[config.mk]
export PLATFORM = sky130hd
export DESIGN_NAME = vgps_regs
export DESIGN_NICKNAME = d
export VERILOG_FILES = /design/src/logic/vgps_pkg.sv /design/src/logic/vgps_regs.sv /design/src/logic/vgps_byte_reg.sv
export SDC_FILE = /design/constraint.sdc
export NUM_CORES = 1
export LEC_CHECK = 0
export ABC_CLOCK_PERIOD_IN_PS = 2300
export BUFFER_PORTS_ARGS = -buffer_cell sky130_fd_sc_hd__buf_2
export CAP_MARGIN = 10
export CORE_ASPECT_RATIO = 0.8
export CORE_MARGIN = 1.5
export CORE_UTILIZATION = 45
export DETAILED_ROUTE_END_ITERATION = 6
export GPL_TIMING_DRIVEN = 0
export PLACE_DENSITY = 0.69
export SYNTH_ARGS = -nofsm -noshare
export SYNTH_HDL_FRONTEND = slang
export SYNTH_HIERARCHICAL = 1
export SYNTH_SLANG_ARGS = --single-unit
[constraint.sdc]
create_clock -name aclk -period 2.3 [get_ports aclk]
set_input_delay 0.115 -clock aclk [delete_from_list [all_inputs] [get_ports aclk]]
set_output_delay 0.115 -clock aclk [all_outputs]
set_load 0.01 [all_outputs]
[src/logic/vgps_pkg.sv]
// Constants for the video gain, phase and seed register bank
// Notes on behaviour
// RULE_01: Set 0 applies only while bank pin low
// RULE_02: Mixed-sync gain: low byte plus two bits
// RULE_03: Luma gain upper bits in gain bits 7-6
// RULE_04: Blue-diff gain upper bits in bits 5-3
// RULE_05: Red-diff gain upper bits in bits 1-0
// RULE_06: Nine-bit offset, msb in bit 2
// RULE_07: Phase offset from bits 7-1 plus high
// RULE_08: Bit 0 high flips PAL V sign
// RULE_09: Seed bits 3-0 from bits 7-4
// RULE_10: Seed bits 11-4 from second seed register
// RULE_11: Host writes zero to reserved bits
// RULE_12: Seed bits 19-12 from third seed register
// RULE_13: Seed bits 27-20 from fourth seed register
// RULE_14: Bank pin high keeps contents, unused
`default_nettype none
package vgps_pkg;
  // Register indices; byte address is four times the index
  localparam logic [5:0] IDX_MSYNC_LO = 6'h17;
  localparam logic [5:0] IDX_LUMA_LO = 6'h18;
  localparam logic [5:0] IDX_U_LO = 6'h19;
  localparam logic [5:0] IDX_V_LO = 6'h1a;
  localparam logic [5:0] IDX_GAIN_HI = 6'h1b;
  localparam logic [5:0] IDX_OFF_LO = 6'h1c;
  localparam logic [5:0] IDX_OFF_SG_HI = 6'h1d;
  localparam logic [5:0] IDX_PHASE_LO = 6'h1e;
  localparam logic [5:0] IDX_PHASE_HI = 6'h1f;
  localparam logic [5:0] IDX_SEED0 = 6'h20;
  localparam logic [5:0] IDX_SEED1 = 6'h21;
  localparam logic [5:0] IDX_SEED2 = 6'h22;
  localparam logic [5:0] IDX_SEED3 = 6'h23;
  localparam logic [5:0] IDX_FIRST = IDX_MSYNC_LO;
  localparam logic [5:0] IDX_LAST = IDX_SEED3;
  localparam int NREG = 13;
  // Writable bit masks; reserved bits are stored and read as zero
  localparam logic [7:0] MASK_FULL = 8'hff;
  localparam logic [7:0] MASK_GAIN_HI = 8'hfb;
  localparam logic [7:0] MASK_OFF_SG_HI = 8'h07;
  localparam logic [7:0] MASK_SEED0 = 8'hf0;
  localparam logic [7:0] REG_RESET = 8'h00;
  // Field positions
  localparam int LUMA_HI_MSB = 7;
  localparam int LUMA_HI_LSB = 6;
  localparam int U_HI_MSB = 5;
  localparam int U_HI_LSB = 3;
  localparam int V_HI_MSB = 1;
  localparam int V_HI_LSB = 0;
  localparam int SG_HI_MSB = 1;
  localparam int SG_HI_LSB = 0;
  localparam int OFF_MSB_BIT = 2;
  localparam int PHASE_LO_MSB = 7;
  localparam int PHASE_LO_LSB = 1;
  localparam int VFLIP_BIT = 0;
  localparam int SEED0_MSB = 7;
  localparam int SEED0_LSB = 4;
  // AXI responses
  localparam logic [1:0] RESP_OKAY = 2'h0;
  localparam logic [1:0] RESP_SLVERR = 2'h2;
endpackage
`default_nettype wire

[src/logic/vgps_regs.sv]
// AXI4-Lite register bank for buffered set 0 and the subcarrier seed
`default_nettype none
module vgps_regs #(
  parameter int ADDR_W = 8
) (
  input wire logic aclk,
  input wire logic aresetn,
  // AXI4-Lite write address
  input wire logic awvalid,
  output logic awready,
  input wire logic [ADDR_W-1:0] awaddr,
  input wire logic [2:0] awprot,
  // AXI4-Lite write data
  input wire logic wvalid,
  output logic wready,
  input wire logic [31:0] wdata,
  input wire logic [3:0] wstrb,
  // AXI4-Lite write response
  output logic bvalid,
  input wire logic bready,
  output logic [1:0] bresp,
  // AXI4-Lite read address
  input wire logic arvalid,
  output logic arready,
  input wire logic [ADDR_W-1:0] araddr,
  input wire logic [2:0] arprot,
  // AXI4-Lite read data
  output logic rvalid,
  input wire logic rready,
  output logic [31:0] rdata,
  output logic [1:0] rresp,
  // Bank select pin: low selects set 0
  input wire logic bank_select,
  // Applied parameters
  output logic set0_active,
  output logic [9:0] mixed_sync_gain,
  output logic [9:0] luma_gain,
  output logic [10:0] blue_diff_gain,
  output logic [9:0] red_diff_gain,
  output logic [8:0] luma_rgb_offset,
  output logic [14:0] system_phase_offset,
  output logic pal_v_sign_flip,
  output logic [27:0] subcarrier_seed
);
  localparam int NREG = vgps_pkg::NREG;
  localparam logic [NREG*8-1:0] MASKS = {
    vgps_pkg::MASK_FULL, vgps_pkg::MASK_FULL, vgps_pkg::MASK_FULL,
    vgps_pkg::MASK_SEED0, vgps_pkg::MASK_FULL, vgps_pkg::MASK_FULL,
    vgps_pkg::MASK_OFF_SG_HI, vgps_pkg::MASK_FULL, vgps_pkg::MASK_GAIN_HI,
    vgps_pkg::MASK_FULL, vgps_pkg::MASK_FULL, vgps_pkg::MASK_FULL,
    vgps_pkg::MASK_FULL};

  logic awready_q;
  logic aw_held_q;
  logic [ADDR_W-1:0] awaddr_q;
  logic wready_q;
  logic w_held_q;
  logic [7:0] wdata_q;
  logic wstrb0_q;
  logic bvalid_q;
  logic [1:0] bresp_q;
  logic arready_q;
  logic rvalid_q;
  logic [31:0] rdata_q;
  logic [1:0] rresp_q;
  logic [7:0] regs [NREG];
  logic [NREG-1:0] reg_we;
  logic [5:0] wr_idx;
  logic [5:0] rd_idx;
  logic wr_hit;
  logic rd_hit;
  logic wr_commit;
  logic [5:0] wr_slot;
  logic [5:0] rd_slot;

  // Word index from byte address; low two bits ignored
  assign wr_idx = awaddr_q[7:2];
  assign rd_idx = araddr[7:2];
  assign wr_hit = (wr_idx >= vgps_pkg::IDX_FIRST) && (wr_idx <= vgps_pkg::IDX_LAST);
  assign rd_hit = (rd_idx >= vgps_pkg::IDX_FIRST) && (rd_idx <= vgps_pkg::IDX_LAST);
  assign wr_slot = wr_idx - vgps_pkg::IDX_FIRST;
  assign rd_slot = rd_idx - vgps_pkg::IDX_FIRST;
  // A write completes once both address and data are held
  assign wr_commit = aw_held_q && w_held_q && !bvalid_q;

  // Write address channel; one write under way at a time
  always_ff @(posedge aclk) begin
    if (!aresetn) begin
      awready_q <= 1'b1;
      aw_held_q <= 1'b0;
      awaddr_q <= '0;
    end else if (awvalid && awready_q) begin
      awready_q <= 1'b0;
      aw_held_q <= 1'b1;
      awaddr_q <= awaddr;
    end else if (bvalid_q && bready) begin
      awready_q <= 1'b1;
      aw_held_q <= 1'b0;
    end
  end

  // Write data channel, taken independently of the address
  always_ff @(posedge aclk) begin
    if (!aresetn) begin
      wready_q <= 1'b1;
      w_held_q <= 1'b0;
      wdata_q <= vgps_pkg::REG_RESET;
      wstrb0_q <= 1'b0;
    end else if (wvalid && wready_q) begin
      wready_q <= 1'b0;
      w_held_q <= 1'b1;
      wdata_q <= wdata[7:0];
      wstrb0_q <= wstrb[0];
    end else if (bvalid_q && bready) begin
      wready_q <= 1'b1;
      w_held_q <= 1'b0;
    end
  end

  // Write response; unmapped addresses answer SLVERR and store nothing
  always_ff @(posedge aclk) begin
    if (!aresetn) begin
      bvalid_q <= 1'b0;
      bresp_q <= vgps_pkg::RESP_OKAY;
    end else if (wr_commit) begin
      bvalid_q <= 1'b1;
      bresp_q <= wr_hit ? vgps_pkg::RESP_OKAY : vgps_pkg::RESP_SLVERR;
    end else if (bvalid_q && bready) begin
      bvalid_q <= 1'b0;
    end
  end

  // Only byte lane 0 carries register data; other lanes are ignored
  always_comb begin
    reg_we = '0;
    if (wr_commit && wr_hit && wstrb0_q) begin
      reg_we[wr_slot[3:0]] = 1'b1;
    end
  end

  // Storage stays put whatever the bank pin does (see RULE_14)
  for (genvar i = 0; i < NREG; i++) begin : g_reg
    vgps_byte_reg #(
      .WMASK(MASKS[i*8 +: 8])
    ) u_reg (
      .aclk(aclk),
      .aresetn(aresetn),
      .we(reg_we[i]),
      .wdata(wdata_q),
      .q(regs[i])
    );
  end

  // Read channel: address taken, data answered the next cycle
  always_ff @(posedge aclk) begin
    if (!aresetn) begin
      arready_q <= 1'b1;
      rvalid_q <= 1'b0;
      rdata_q <= '0;
      rresp_q <= vgps_pkg::RESP_OKAY;
    end else if (arvalid && arready_q) begin
      arready_q <= 1'b0;
      rvalid_q <= 1'b1;
      rdata_q <= rd_hit ? {24'h000000, regs[rd_slot[3:0]]} : '0;
      rresp_q <= rd_hit ? vgps_pkg::RESP_OKAY : vgps_pkg::RESP_SLVERR;
    end else if (rvalid_q && rready) begin
      arready_q <= 1'b1;
      rvalid_q <= 1'b0;
    end
  end

  assign awready = awready_q;
  assign wready = wready_q;
  assign bvalid = bvalid_q;
  assign bresp = bresp_q;
  assign arready = arready_q;
  assign rvalid = rvalid_q;
  assign rdata = rdata_q;
  assign rresp = rresp_q;

  // Assembled fields of set 0 and the seed
  logic [9:0] msync_full;
  logic [9:0] luma_full;
  logic [10:0] u_full;
  logic [9:0] v_full;
  logic [8:0] off_full;
  logic [14:0] phase_full;
  logic vflip_full;
  logic [27:0] seed_full;
  localparam int S_MSYNC = 0;
  localparam int S_LUMA = 1;
  localparam int S_U = 2;
  localparam int S_V = 3;
  localparam int S_GHI = 4;
  localparam int S_OFF = 5;
  localparam int S_OSG = 6;
  localparam int S_PLO = 7;
  localparam int S_PHI = 8;
  localparam int S_SD0 = 9;
  localparam int S_SD1 = 10;
  localparam int S_SD2 = 11;
  localparam int S_SD3 = 12;

  // Scalars carry 8 fraction bits: low byte lsb weighs 1/256
  assign msync_full = {regs[S_OSG][vgps_pkg::SG_HI_MSB:vgps_pkg::SG_HI_LSB],
                       regs[S_MSYNC]}; // see RULE_02
  assign luma_full = {regs[S_GHI][vgps_pkg::LUMA_HI_MSB:vgps_pkg::LUMA_HI_LSB],
                      regs[S_LUMA]}; // see RULE_03
  assign u_full = {regs[S_GHI][vgps_pkg::U_HI_MSB:vgps_pkg::U_HI_LSB],
                   regs[S_U]}; // see RULE_04
  assign v_full = {regs[S_GHI][vgps_pkg::V_HI_MSB:vgps_pkg::V_HI_LSB],
                   regs[S_V]}; // see RULE_05
  assign off_full = {regs[S_OSG][vgps_pkg::OFF_MSB_BIT], regs[S_OFF]}; // see RULE_06
  assign phase_full = {regs[S_PHI],
                       regs[S_PLO][vgps_pkg::PHASE_LO_MSB:vgps_pkg::PHASE_LO_LSB]}; // see RULE_07
  assign vflip_full = regs[S_PLO][vgps_pkg::VFLIP_BIT]; // see RULE_08
  // Seed lsbs from the top nibble (see RULE_09), then whole bytes
  assign seed_full = {regs[S_SD3], regs[S_SD2], regs[S_SD1],
                      regs[S_SD0][vgps_pkg::SEED0_MSB:vgps_pkg::SEED0_LSB]}; // see RULE_10

  // Set 0 drives processing only while the pin is low (see RULE_01)
  // With the pin high the outputs rest at zero so nothing consumes set 0
  always_ff @(posedge aclk) begin
    if (!aresetn) begin
      set0_active <= 1'b0;
      mixed_sync_gain <= '0;
      luma_gain <= '0;
      blue_diff_gain <= '0;
      red_diff_gain <= '0;
      luma_rgb_offset <= '0;
      system_phase_offset <= '0;
      pal_v_sign_flip <= 1'b0;
    end else if (!bank_select) begin
      set0_active <= 1'b1;
      mixed_sync_gain <= msync_full;
      luma_gain <= luma_full;
      blue_diff_gain <= u_full;
      red_diff_gain <= v_full;
      luma_rgb_offset <= off_full;
      system_phase_offset <= phase_full;
      pal_v_sign_flip <= vflip_full;
    end else begin
      set0_active <= 1'b0; // see RULE_14
      mixed_sync_gain <= '0;
      luma_gain <= '0;
      blue_diff_gain <= '0;
      red_diff_gain <= '0;
      luma_rgb_offset <= '0;
      system_phase_offset <= '0;
      pal_v_sign_flip <= 1'b0;
    end
  end

  // Seed is not part of the buffered set, so it is always applied
  always_ff @(posedge aclk) begin
    if (!aresetn) begin
      subcarrier_seed <= '0;
    end else begin
      subcarrier_seed <= seed_full; // see RULE_12 RULE_13
    end
  end

  // Checks wait one full edge out of reset: the edge that releases reset
  // would otherwise start attempts that still meet reset values later
  logic live_q;
  always_ff @(posedge aclk) begin
    if (!aresetn) begin
      live_q <= 1'b0;
    end else begin
      live_q <= 1'b1;
    end
  end
endmodule
`default_nettype wire

[src/logic/vgps_byte_reg.sv]
// One byte-wide control register with a writable-bit mask
`default_nettype none
module vgps_byte_reg #(
  parameter logic [7:0] WMASK = vgps_pkg::MASK_FULL
) (
  input wire logic aclk,
  input wire logic aresetn,
  input wire logic we,
  input wire logic [7:0] wdata,
  output logic [7:0] q
);
  // Reserved positions never store a one, whatever the host sends
  always_ff @(posedge aclk) begin
    if (!aresetn) begin
      q <= vgps_pkg::REG_RESET;
    end else if (we) begin
      q <= wdata & WMASK;
    end
  end
endmodule
`default_nettype wire

==> Word-level counts from Yosys, hierarchy flattened <==
Cells that the tools add are included.
{ "totals": {"register_bits": 249, "input_bits": 66, "output_inout_bits": 136, "word_cells": 85} }
{ "op_classes": {"addsub": 2, "magnitude_cmp": 7, "n_mux": 21, "bitwise_logic": 2, "reduce_logical": 18} }
{ "op_table": {"columns": ["operator", "count"], "rows": [
  ["$bmux W8 S4", 1],
  ["$mux W8", 3],
  ["$mux W1", 13],
  ["$mux W13", 1],
  ["$ge A6 B5 Y1 const B", 2],
  ["$le A6 B6 Y1 const B", 2],
  ["$logic_and A1 B1 Y1", 12],
  ["$reduce_bool A2 Y1", 4],
  ["$sub A4 B3 Y4 const B", 2],
  ["$ge A5 B5 Y1 const B", 1],
  ["$lt A4 B5 Y1 const B", 1],
  ["$not A4 Y5", 1],
  ["$demux W1 S4", 1],
  ["$ge A4 B1 Y1 const B", 1],
  ["$mux W2", 2],
  ["$reduce_or A2 Y1", 1],
  ["$logic_not A1 Y1", 1],
  ["$not A1 Y1", 1]
]} }

==> Depth between registers and ports, before layout <==
{ "depth": {"word_depth": 6, "mapped_depth": 8, "ltp_nobuf": 6} }

==> Modules after synthesis <==
Netlist, hierarchy kept.
{ "by_module_without_submodules": {"columns": ["mod", "instances", "cells_each", "area_per_inst_um2", "seq_area_each_um2"], "rows": [
  ["vgps_regs", 1, 479, 5032.3, 2542.4],
  ["vgps_byte_reg at g_reg[0].u_reg ...", 10, 25, 301.5, 160.2],
  ["vgps_byte_reg at g_reg[4].u_reg", 1, 24, 276.5, 140.1],
  ["vgps_byte_reg at g_reg[9].u_reg", 1, 18, 190.2, 80.1],
  ["vgps_byte_reg at g_reg[6].u_reg", 1, 15, 150.1, 60.1]
]} }

==> Worst setup path before layout <==
OpenSTA, ideal clock, no wires.
{ "synth_timing": {"path_kind": "input -> register", "start": "in araddr[2]", "end": "reg rdata_q[0] (netlist: rdata[0])", "t_arrival_ns": 1.581, "required_time_ns": 2.183, "path_slack_ns": 0.602, "path_stages": 7, "path_cell_list": "ha_1 clkbuf_1 buf_2 mux2_2 nand3_1 o2111ai_1 a32o_2"} }
{ "synth_via": {"elab_chain_cells": 6, "elab_cells_between_ends": 9, "classes_between": "add/sub (1); order compare (2); mux (4); bitwise (1); reduce/logical (1)"} }
{ "synth_lines": {"columns": ["item", "line", "text"], "rows": [
  ["start, declared", "vgps_regs.sv:25", "input wire logic [ADDR_W-1:0] araddr,"],
  ["$sub A4 B3 Y4", "vgps_regs.sv:82", "assign rd_slot = rd_idx - vgps_pkg::IDX_FIRST;"],
  ["$not A4 Y5 (not written as such)", "vgps_regs.sv:164", "rdata_q <= rd_hit ? {24'h000000, regs[rd_slot[3:0]]} : '0;"],
  ["$bmux W8 S4", "vgps_regs.sv:164", null],
  ["$mux W8 (not written as such) (2 in a row)", "vgps_regs.sv:164", null],
  ["$mux W8 *", "vgps_regs.sv:164", null],
  ["end signal, assigned", "vgps_regs.sv:164", null],
  ["end, declared", "vgps_regs.sv:64", "logic [31:0] rdata_q;"]
]} }
Mark *: on every way between the ends. The rest lies on a longest branch, timed or not. The select of a mux whose other input is x is not followed.
A chain may end at the register's enable or synchronous reset.

==> Worst setup path after layout <==
{ "layout_timing": {"start": "in aresetn", "end": "reg red_diff_gain[8]"} }
{ "layout_via": {"elab_chain_cells": 2} }
{ "layout_lines": {"columns": ["item", "line", "text"], "rows": [
  ["start, declared", "vgps_regs.sv:7", "input wire logic aresetn,"],
  ["$not A1 Y1 (no source line)", null, null],
  ["$reduce_or A2 Y1 (no source line)", null, null],
  ["end signal, assigned", "vgps_regs.sv:238", "red_diff_gain <= v_full;"],
  ["end, declared", "vgps_regs.sv:39", "output logic [9:0] red_diff_gain,"]
]} }
Every way passes these cells.

==> qor.yml <==
status: "finished, final reports clean"
path_cells: "buf_2 -> buf_12 -> buf_2 -> nor2b_1 -> clkbuf_2 -> clkbuf_1 -> and2_1"
clkLatencyLatePin_ps: 500
synth_edf_count: 0
grt_pass1_wl_mm: 32.1
final.setup.tns_ps: 0
slowest_delay_ps: 430
layout-drive-gt1-share_pct: 26.2
netlist_instances: 786
grt_max_degree: 63
min_path_type: "input pin to register"
setup_viol: 0
die_w_um: 158
seq_area_frac_synth_pct: 51.1
power.density_nw_per_um2: 758
synth_cell_types: 42
netlist_area_um2: 8660
finalClockSkew_ps: 10.9
numPortBuffers: 138
syn_area_per_cell_um2: 11.0
die_y_um: 127
crit_fanout: 62
worst_pin_slew_ps: 795
final_cell_mix: "dfxtp_1 (221), buf_2 (145), mux2i_1 (103)"
drv_slew: 0
cts_tree: "done"
viasPerCell: 4.75
ir_drop_uv: 530
clk_path_buf_depth: 3
grt_antenna_before_repair: 0
hold_depth: 4
clockRootBuffer: "clkbuf_16"
firstDrtPassIters: 4
period_needed_ps: 2050
leakagePower_nw: 4.48
critPathBufInv: 5
synth_ff_type: "dfxtp_1"
grt_overflow_total: 0
rsz0062_at_grt: "no"
reg2reg_setup_slack_ps: 310
reg2reg_from: "awaddr_q[4]"
hold_viol: 0
area_growth_pct: 24.8
gpl.final_weighted_congestion: 0.880
ys_ff_latch: 221
worstSetupPathType: "input pin to register"
die-area_um2: 20100
slowest_stage: "buf_2"
rows: 45
r2r_end: "g_reg[0].u_reg/q[6]"
yosys_warnings: 6
cp_data_required_time_ps: 2730
cp_top_family: "buffers and inverters"
coreArea_um2: 18900
drc: 0
hold_start: "wvalid"
post_cts_buffers: 0
wl_mm: 21.1
num_vias: 6061
cts_buffers: 22
arrival_ps: 2480
async_flop_share_pct: 0
max_freq_mhz: 489
min_to: "w_held_q"
cts.sink_count: 221
drt_iter0_markers: 430
wl_per_cell_um: 16.5
maxSlewHeadroom_pct: 46.9
cp_common_cell: "buf_2"
utilization_pct: 57.2
num_io_pins: 202
nets: 1067
r2r_cells: 7
min_period_over_period_pct: 89.0
start_util_pct: 45.8
grtUsageTotal_pct: 20.8
max_cap_viol_count: 0
dp.final_hpwl_mm: 14.4
final_common_cell: "dfxtp_1"
clk_pin_slew_worst_paths_ps: 60
cp-start-kind: "input pin"
h-tree-depth: 1
end_kind: "register"
grt_pass1_vias: 5639
ant_nets: 0
-- worst min-delay path: stages --
cell	delay (ps)
buf_2	90
and2_1	140
a21oi_1	50
nor2b_1	90
-- metrics by stage --
step | power, W | hold slack [ps] | area [um2] | std cells | setup slack (ps)
2_1_floorplan | 0.00428 | 243 | 8780 | 818 | 602
3_3_place_gp | 0.00445 | 367 | 9800 | 1214 | -820
3_5_place_dp | 0.00445 | 377 | 9820 | 1215 | -402
4_1_cts | 0.00826 | 4.06 | 10800 | 1274 | 112
5_1_grt | 0.00848 | 48.2 | 10800 | 1274 | 61.5
6_report | 0.00820 | 27.3 | 10800 | 1275 | 254
-- worst max path at each step --
stage,start,to,cells after the start
2_1_floorplan,araddr[2],rdata[0],7
3_5_place_dp,aresetn,blue_diff_gain[8],7
5_1_grt,aresetn,luma_rgb_offset[2],7
4_1_cts,aresetn,blue_diff_gain[8],7
3_3_place_gp,aresetn,blue_diff_gain[8],6
6_report,aresetn,red_diff_gain[8],7
-- layout make-up --
class,instances,area (um2)
Fill cell,1680,8110
Sequential cell,221,4420
Multi-Input combinational cell,518,3810
Timing Repair Buffer,158,901
Clock buffer,30,672
Buffer,77,554
Tap cell,258,323
Clock inverter,10,121
Inverter,2,7.51
Antenna cell,1,2.50
-- power breakdown --
part,switching [W],internal (W)
Sequential,0.0000654,0.00386
Combinational,0.000263,0.000214
Clock,0.00151,0.00229
-- per-layer routing --
layer / up-vias / wire, um / global-route usage, % / part of all wire (%)
met1: 2863 / 10600 / 31.6 / 50
met3: 24 / 938 / 3.09 / 4.5
met4: 0 / 314 / 4.23 / 1.5
met2: 171 / 9200 / 31.4 / 44
met5: - / 0 / 0 / 0
li1: 3003 / - / - / -
-- cells by family (layout without fill, tap and decap cells) --
logic type                 count (synthesis)  count (layout)  synth area share, %
adders and majority gates                  1               1                0.144
xor gates and xnor gates                   5               5                0.852
DFF                                      221             221                 51.1
muxes                                    127             127                 17.4
other                                      4              37                0.173
and+or+nand+nor                          304             304                 20.0
AOI/OAI and AO/OA                         45              45                 3.96
buffers and inverters                     79             277                 6.45
-- cells in the mapped netlist, types with 2 or more instances --
| master | count | area share [%] |
|---|---|---|
| mux4_2 | 9 | 2.3 |
| conb_1 | 4 | 0.17 |
| nor4b_1 | 2 | 0.20 |
| nand2_1 | 54 | 2.3 |
| nand2b_1 | 7 | 0.51 |
| xor2_2 | 2 | 0.38 |
| mux2i_1 | 103 | 12 |
| a21oi_1 | 6 | 0.35 |
| nor2b_1 | 99 | 7.1 |
| nand3_1 | 26 | 1.5 |
| mux2_2 | 8 | 1.0 |
| buf_2 | 7 | 0.40 |
| clkbuf_1 | 17 | 0.74 |
| a32o_1 | 6 | 0.69 |
| o2111ai_1 | 7 | 0.71 |
| nor2_1 | 7 | 0.30 |
| inv_1 | 2 | 0.087 |
| and2_1 | 97 | 7.0 |
| o21ai_0 | 4 | 0.23 |
| dfxtp_1 | 221 | 51 |
| nor3_1 | 4 | 0.23 |
| buf_6 | 13 | 1.7 |
| a32o_2 | 2 | 0.26 |
| a21boi_0 | 18 | 1.6 |
| buf_4 | 37 | 3.2 |
| xnor2_2 | 2 | 0.38 |
| mux4_1 | 7 | 2.1 |
-- what timing repair did --
action	4_1_cts	5_1_grt
setup endpoints to repair	0	31
hold buffers	19	0
hold endpoints to repair	21	0
gates resized for setup	0	5
-- sequential cells by signal (all words and copies together), names as in the netlist, 6 cells and up --
| register | cells |
|---|---|
| luma_gain | 10 |
| wdata_q | 8 |
| awaddr_q | 6 |
| system_phase_offset | 15 |
| mixed_sync_gain | 10 |
| subcarrier_seed | 28 |
| g.u_reg/q | 94 |
| red_diff_gain | 10 |
| luma_rgb_offset | 9 |
| rdata | 8 |
| blue_diff_gain | 11 |
No activity file was read; power rests on OpenSTA's default activity.
